==> src/crs_pkg.sv <==
`default_nettype none
package crs_pkg;
	// APB register byte offsets
	localparam logic [11:0] OFF_MODE = 12'h000;
	localparam logic [11:0] OFF_CLK = 12'h004;
	localparam logic [11:0] OFF_PRESC = 12'h008;
	localparam logic [11:0] OFF_STATUS = 12'h00C;
	localparam logic [11:0] OFF_WDOG = 12'h010;
	// Mode register fields
	localparam int MODE_SEL_LO = 0;
	localparam int MODE_SWRST_BIT = 3;
	// Clock register fields
	localparam int CLK_WDRST_BIT = 6;
	localparam int CLK_MAINSRC_BIT = 0;
	localparam int CLK_STABLE_BIT = 1;
	// Processor mode encodings
	localparam logic [1:0] PMODE_SINGLE = 2'h0;
	localparam logic [1:0] PMODE_EXPAND = 2'h1;
	localparam logic [1:0] PMODE_PROHIB = 2'h2;
	localparam logic [1:0] PMODE_MICRO = 2'h3;
	// Reset values
	localparam logic [7:0] PRESC_RST = 8'h00;
	localparam logic [7:0] CLK_RST = 8'h00;
	localparam logic [7:0] WDOG_RST = 8'hFF;
	// Least reset low time in main oscillator cycles
	localparam int RST_MIN_CYC = 20;
	// Stretch count loaded on the trigger; the internal reset stays asserted two cycles longer than this
	localparam int RST_STRETCH_CYC = 8;

	typedef enum logic [1:0] {
		CRS_RUN = 2'b00,
		CRS_HOLD = 2'b01,
		CRS_RELEASE = 2'b11
	} crs_state_e;

	typedef struct packed {
		logic hw;
		logic sw;
		logic wd;
	} crs_cause_s;

	typedef struct packed {
		logic [2:0] addr_oe;
		logic wr_n;
		logic rd_n;
		logic bclk_en;
		logic hold_ack_n;
		logic ready_in_oe;
		logic hold_in_oe;
		logic upper_byte_oe;
		logic data_hi_oe;
	} crs_pins_s;
endpackage
`default_nettype wire

==> src/crs_sync.sv <==
`default_nettype none
module crs_sync (
	input wire logic clk, // Clock
	input wire logic rst_init_n, // Preset to low
	input wire logic d, // Async level
	output logic q // Synchronised level
);
	logic s1_q;
	logic s2_q;
	always_ff @(posedge clk)
	begin
		if (!rst_init_n)
		begin
			s1_q <= 1'b0;
			s2_q <= 1'b0;
		end
		else
		begin
			s1_q <= d;
			s2_q <= s1_q;
		end
	end
	assign q = s2_q;
endmodule
`default_nettype wire

==> src/crs_top.sv <==
// Register access over APB and the register offsets were decided locally.
`default_nettype none
// Operation
// - Reset pin low forces pins to reset state and restarts oscillator.
// - Core and registers leave reset on the pin's rising edge, fetch vector.
// - Reset never clears internal RAM; writes during reset are blocked.
// - Boot strap high: ready/hold in, addresses out, strobes high, bus clock out.
// - During reset with boot strap high, hold acknowledge follows the hold request input.
// - Writing 1 to the software reset request bit resets the chip.
// - Software and watchdog resets keep the processor mode bits.
// - Watchdog underflow with reset select set resets the chip.
// - Prescaler keeps its value except on hardware reset.
// - Mode field: 00 single, 01 expansion, 11 microprocessor, 10 prohibited.
// - Hardware reset with boot strap high enters microprocessor mode.
module crs_top #(
	parameter int STRETCH = crs_pkg::RST_STRETCH_CYC
) (
	input wire logic clk, // 200 MHz system clock
	input wire logic rst, // Power-on reset, sync active high
	input wire logic reset_pin_n, // External reset pin, active low
	input wire logic boot_mode_strap_pin, // High selects external bus boot
	input wire logic data_width_strap, // High selects 8-bit bus
	input wire logic hold_req_n, // Hold request pin, active low
	input wire logic wdog_tick, // Watchdog decrement pulse
	input wire logic ram_wr_req, // Core RAM write request
	input wire logic psel, // APB select
	input wire logic penable, // APB enable
	input wire logic pwrite, // APB write
	input wire logic [11:0] paddr, // APB address
	input wire logic [31:0] pwdata, // APB write data
	output logic [31:0] prdata, // APB read data
	output logic pready, // APB ready
	output logic pslverr, // APB error
	output logic core_rst, // CPU and register reset, high active
	output logic osc_rst, // Oscillator restart
	output logic vector_fetch, // Pulse: fetch from reset vector
	output logic ram_wr_en, // Gated RAM write enable
	output logic [1:0] proc_mode, // Current processor mode
	output logic [7:0] presc_val, // Count source prescaler value
	output crs_pkg::crs_pins_s pins, // Pin states
	output logic pins_in_reset // Pins forced to reset state
);
	//////////////////////////////////////////////////////////////////////////
	logic pin_n_sync;
	crs_sync u_sync (
		.clk(clk),
		.rst_init_n(~rst),
		.d(reset_pin_n),
		.q(pin_n_sync)
	);

	//////////////////////////////////////////////////////////////////////////
	crs_pkg::crs_state_e st_q, st_d;
	logic [7:0] cnt_q, cnt_d;
	crs_pkg::crs_cause_s cause_q, cause_d;
	logic [1:0] mode_q, mode_d;
	logic [7:0] clk_q, clk_d;
	logic [7:0] presc_q, presc_d;
	logic [7:0] wdog_q, wdog_d;
	logic [31:0] rdata_q, rdata_d;
	logic vec_q, vec_d;
	logic hw_rst, sw_req, wd_req, wr_acc, rd_acc;

	function automatic logic hit(input logic [11:0] a, input logic [11:0] off);
		hit = (a == off);
	endfunction

	assign wr_acc = psel && penable && pwrite;
	assign rd_acc = psel && !penable && !pwrite;
	assign hw_rst = rst || !pin_n_sync;
	// Request honoured regardless of clock selection; software must guard
	assign sw_req = wr_acc && hit(paddr, crs_pkg::OFF_MODE)
		&& pwdata[crs_pkg::MODE_SWRST_BIT] && st_q == crs_pkg::CRS_RUN;
	assign wd_req = wdog_tick && wdog_q == 8'h00
		&& clk_q[crs_pkg::CLK_WDRST_BIT] && st_q == crs_pkg::CRS_RUN;

	always_comb
	begin
		st_d = st_q;
		cnt_d = cnt_q;
		cause_d = cause_q;
		vec_d = 1'b0;
		case (st_q)
			crs_pkg::CRS_RUN:
			begin
				if (sw_req || wd_req)
				begin
					st_d = crs_pkg::CRS_HOLD;
					cnt_d = 8'(STRETCH);
					cause_d = '{hw: 1'b0, sw: sw_req, wd: wd_req};
				end
			end
			crs_pkg::CRS_HOLD:
			begin
				if (cnt_q != 8'h00)
					cnt_d = cnt_q - 8'h01;
				else
					st_d = crs_pkg::CRS_RELEASE;
			end
			crs_pkg::CRS_RELEASE:
			begin
				st_d = crs_pkg::CRS_RUN;
				vec_d = 1'b1;
			end
			default: st_d = crs_pkg::CRS_RUN;
		endcase
		if (hw_rst)
		begin
			// Held while pin is low; release happens on the synchronised rise
			st_d = crs_pkg::CRS_RELEASE;
			cnt_d = 8'h00;
			cause_d = '{hw: 1'b1, sw: 1'b0, wd: 1'b0};
			vec_d = 1'b0;
		end
	end

	//////////////////////////////////////////////////////////////////////////
	always_comb
	begin
		mode_d = mode_q;
		clk_d = clk_q;
		presc_d = presc_q;
		wdog_d = wdog_q;
		rdata_d = rdata_q;
		if (wdog_tick)
			wdog_d = wdog_q - 8'h01;
		if (wr_acc)
		begin
			if (hit(paddr, crs_pkg::OFF_MODE) && pwdata[1:0] != crs_pkg::PMODE_PROHIB)
				mode_d = pwdata[1:0];
			if (hit(paddr, crs_pkg::OFF_CLK))
				clk_d = pwdata[7:0];
			if (hit(paddr, crs_pkg::OFF_PRESC))
				presc_d = pwdata[7:0];
			if (hit(paddr, crs_pkg::OFF_WDOG))
				wdog_d = pwdata[7:0];
		end
		if (rd_acc)
		begin
			rdata_d = 32'h0000_0000;
			case (paddr)
				crs_pkg::OFF_MODE: rdata_d[1:0] = mode_q;
				crs_pkg::OFF_CLK: rdata_d[7:0] = clk_q;
				crs_pkg::OFF_PRESC: rdata_d[7:0] = presc_q;
				crs_pkg::OFF_STATUS: rdata_d[4:0] = {st_q, cause_q};
				crs_pkg::OFF_WDOG: rdata_d[7:0] = wdog_q;
				default: rdata_d = 32'h0000_0000;
			endcase
		end
		if (st_q != crs_pkg::CRS_RUN)
		begin
			// Mode and prescaler survive software and watchdog reset
			clk_d = crs_pkg::CLK_RST;
			wdog_d = crs_pkg::WDOG_RST;
		end
		if (hw_rst)
		begin
			mode_d = boot_mode_strap_pin ? crs_pkg::PMODE_MICRO
				: crs_pkg::PMODE_SINGLE;
			presc_d = crs_pkg::PRESC_RST;
		end
	end

	always_ff @(posedge clk)
	begin
		if (rst)
		begin
			st_q <= crs_pkg::CRS_RELEASE;
			cnt_q <= 8'h00;
			cause_q <= '{hw: 1'b1, sw: 1'b0, wd: 1'b0};
			vec_q <= 1'b0;
			mode_q <= crs_pkg::PMODE_SINGLE;
			clk_q <= crs_pkg::CLK_RST;
			presc_q <= crs_pkg::PRESC_RST;
			wdog_q <= crs_pkg::WDOG_RST;
			rdata_q <= 32'h0000_0000;
		end
		else
		begin
			st_q <= st_d;
			cnt_q <= cnt_d;
			cause_q <= cause_d;
			vec_q <= vec_d;
			mode_q <= mode_d;
			clk_q <= clk_d;
			presc_q <= presc_d;
			wdog_q <= wdog_d;
			rdata_q <= rdata_d;
		end
	end

	//////////////////////////////////////////////////////////////////////////
	logic in_rst;
	assign in_rst = hw_rst || st_q != crs_pkg::CRS_RUN;
	assign core_rst = in_rst;
	assign osc_rst = hw_rst;
	assign vector_fetch = vec_q;
	// RAM is never cleared; writes are cut so reset cannot corrupt a word
	assign ram_wr_en = ram_wr_req && !in_rst;
	assign proc_mode = mode_q;
	assign presc_val = presc_q;
	assign pins_in_reset = in_rst;
	assign prdata = rdata_q;
	assign pready = 1'b1;
	assign pslverr = 1'b0;

	always_comb
	begin
		pins = '0;
		pins.wr_n = 1'b1;
		pins.rd_n = 1'b1;
		pins.hold_ack_n = 1'b1;
		if (in_rst && boot_mode_strap_pin)
		begin
			pins.addr_oe = 3'h7;
			pins.bclk_en = 1'b1;
			pins.upper_byte_oe = 1'b1;
			pins.hold_ack_n = hold_req_n;
			pins.data_hi_oe = 1'b0;
			pins.ready_in_oe = 1'b0;
			pins.hold_in_oe = 1'b0;
		end
		if (data_width_strap)
			pins.data_hi_oe = 1'b0;
	end
endmodule
`default_nettype wire

==> config.mk <==
export PLATFORM = sky130hd
export DESIGN_NAME = crs_top
export DESIGN_NICKNAME = d
export VERILOG_FILES = /design/src/crs_pkg.sv /design/src/crs_sync.sv /design/src/crs_top.sv
export SDC_FILE = /design/constraint.sdc
export NUM_CORES = 1
export LEC_CHECK = 0
export ABC_AREA = 1
export BUFFER_PORTS_ARGS = -buffer_cell sky130_fd_sc_hd__buf_2
export CORE_MARGIN = 2
export CORE_UTILIZATION = 41
export CTS_BUF_LIST = sky130_fd_sc_hd__clkbuf_8
export CTS_CLUSTER_DIAMETER = 120
export DETAILED_ROUTE_END_ITERATION = 10
export PLACE_DENSITY = 0.69
export SYNTH_ARGS = -nofsm -noshare
export SYNTH_HDL_FRONTEND = slang
export SYNTH_HIERARCHICAL = 1
export SYNTH_SLANG_ARGS = --single-unit
==> constraint.sdc <==
create_clock -name clk -period 4.1 [get_ports clk]
set_input_delay 0.82 -clock clk [delete_from_list [all_inputs] [get_ports clk]]
set_output_delay 0.82 -clock clk [all_outputs]
set_load 0.05 [all_outputs]
==> flow_summary.json <==
{
  "min_from": "u_sync/s1_q",
  "r2r_end": "cnt_q[3]",
  "hold_viol_final": 0,
  "numClockSinks": 50,
  "clk_latency_ps": 310,
  "ctsHtreeMaxLevel": 2,
  "synth_edf_count": 0,
  "cp_data_required_time_ps": 3280,
  "vdd_ir_drop_max_mv": 0.118,
  "r2r-start": "cnt_q[0]",
  "fin_util": 0.458,
  "num_vias": 2692,
  "port_buffers": 58,
  "hold_depth": 2,
  "die_h_um": 89.6,
  "vias_per_cell": 4.70,
  "firstDrtPassIters": 4,
  "clk_pin_slew_ps": 100,
  "die_area_um2": 8020,
  "worstSetupPathType": "in -> out",
  "diodes": 0,
  "grt_pass1_wl_mm": 10.6,
  "synth_seq_cells": 50,
  "hold_buffers": 0,
  "pin_count": 115,
  "drt_iter0_markers": 88,
  "cts_tree": "built",
  "grt_overflow": 0,
  "fin_tns_setup_ps": 0,
  "maxCapViolations": 0,
  "numCtsBuffers": 5,
  "syn_avg_cell_area_um2": 7.06,
  "finalSetupViolCount": 0,
  "fp-row-count": 31,
  "synth_largest_area_cell": "dfxtp_1",
  "yosysSeqAreaShare": 0.333,
  "ant_nets": 0,
  "crit_fanout": 19,
  "post_cts_buffers": 0,
  "syn_to_final_growth_pct": 9.38,
  "clockBufferDepth": 2,
  "syn_inst": 425,
  "fin_crit_ps": 2860,
  "gp_congestion": 0.868,
  "hold_path.class": "reg -> reg",
  "end_kind": "output pin",
  "nets": 531,
  "r2r_slack_ps": 2520,
  "tightest_slew_ps": 673,
  "leakage_nw": 1.61,
  "async_reset_ff_frac": 0,
  "wirelength_mm": 6.54,
  "core-area_um2": 7180,
  "slew_headroom": 0.551,
  "powerDensity_nw_per_um2": 283,
  "fin_crit_sh": 0.698,
  "ys_types": 37,
  "synth_area_um2": 3000,
  "final_common_cell": "nand2_1",
  "final_cell_mix": "nand2_1, buf_2, inv_1",
  "arrival_ps": 2040,
  "synth_ff_type": "dfxtp_1",
  "track_usage": 0.164,
  "antenna_found_initial": 0,
  "clock_skew_ps": 11.4,
  "reg2regPathDepth": 10,
  "ys_top_cells_by_area": "dfxtp_1, buf_4, nand2_1, inv_1, nand3_1",
  "grt_max_degree": 20,
  "worstSetupStartpointType": "input port",
  "routedWlPerCell_um": 11.4,
  "final_max_slew_viol_count": 0,
  "start_util": 0.418,
  "grt_pass1_vias": 2476,
  "synth.top_cell.area_share": 0.333,
  "status": "complete, no violations",
  "die_w_um": 89.6,
  "route.detailed.drc": 0,
  "rsz0062_at_grt": "false",
  "max_freq_mhz": 349,
  "root_buffer": "clkbuf_8",
  "cts_resized": 0,
  "holdPathEnd": "u_sync/q",
  "drive_gt1_frac": 0.207,
  "dp_hpwl_mm": 5.11,
  "yosys_warnings": 6
}
## power by group
| group | switching, mW | total (mW) | internal (mW) | leakage [nW] |
|---|---|---|---|---|
| Combinational | 0.120 | 0.144 | 0.0237 | 1.16 |
| Sequential | 0.00198 | 0.491 | 0.489 | 0.404 |
| Clock | 0.172 | 0.293 | 0.120 | 0.0441 |
| Total | 0.295 | 0.928 | 0.633 | 1.61 |
## area by class of cell
type                            instances  area, µm²
Tap cell                               99        124
Multi-Input combinational cell        297       1550
Fill cell                             753       3890
Sequential cell                        50       1000
Inverter                               60        225
Clock buffer                            5       68.8
Clock inverter                          3       21.3
Timing Repair Buffer                   59        298
## worst max-delay path: stages
cell and delay, ps:
buf_2 170, nor2_4 390, a21boi_0 280, nand2_1 110, buf_2 260
## worst max path at each step
| stage | from | to |
|---|---|---|
| floorplan | rst | pins[4] |
| global placement | rst | pins[4] |
| detailed placement | rst | pins[4] |
| CTS | rst | pins[4] |
| global route | rst | pins[4] |
| finish | rst | pins[4] |
## per-layer routing
| metal | GRT usage | share of wire | vias to the layer above | wire [µm] |
|---|---|---|---|---|
| li1 | - | - | 1395 | - |
| met1 | 0.206 | 0.44 | 1194 | 2900 |
| met3 | 0.0268 | 0.060 | 15 | 390 |
| met4 | 0.0516 | 0.020 | 0 | 130 |
| met2 | 0.286 | 0.48 | 88 | 3120 |
| met5 | 0 | 0 | - | 0 |
## cells in the mapped netlist, types with 7 or more instances
master	count
nand2_1	61
buf_2	7
o21ai_0	23
dfxtp_1	50
nand3_1	39
inv_1	55
nor2_1	40
o21ai_1	13
a21oi_1	30
buf_4	36
## state kept, by name, summed over array words and instances (netlist names)
name,count
vector_fetch,1
wdog_q,8
prdata,8
u_sync/q,1
presc_val,8
st_q,2
u_sync/s1_q,1
clk_q,8
cnt_q,8
cause_q,3
proc_mode,2
## kinds of logic (layout without fill, tap and decap cells)
group | count (synthesis) | after routing | share of synthesized area
other | 2 | 31 | 0.00250
flip-flops | 50 | 50 | 0.333
XOR/XNOR | 9 | 9 | 0.0263
AO/OA/AOI/OAI | 74 | 74 | 0.131
AND/OR/NAND/NOR | 180 | 180 | 0.306
adder cells (fa/ha/maj) | 3 | 3 | 0.0125
buffers and inverters | 107 | 127 | 0.188
## metrics by stage
| stage | hold WS (ps) | instance area [µm²] | std cells | setup slack (ps) | power (mW) |
|---|---|---|---|---|---|
| floorplan | 390 | 3110 | 454 | 34.9 | 0.641 |
| global placement | 397 | 3190 | 565 | 1240 | 0.645 |
| detailed placement | 406 | 3190 | 565 | 1200 | 0.646 |
| CTS | 429 | 3280 | 573 | 1190 | 0.933 |
| global route | 445 | 3280 | 573 | 1060 | 0.960 |
| finish | 425 | 3280 | 573 | 1240 | 0.928 |
Power figures use the tool's default switching activity.
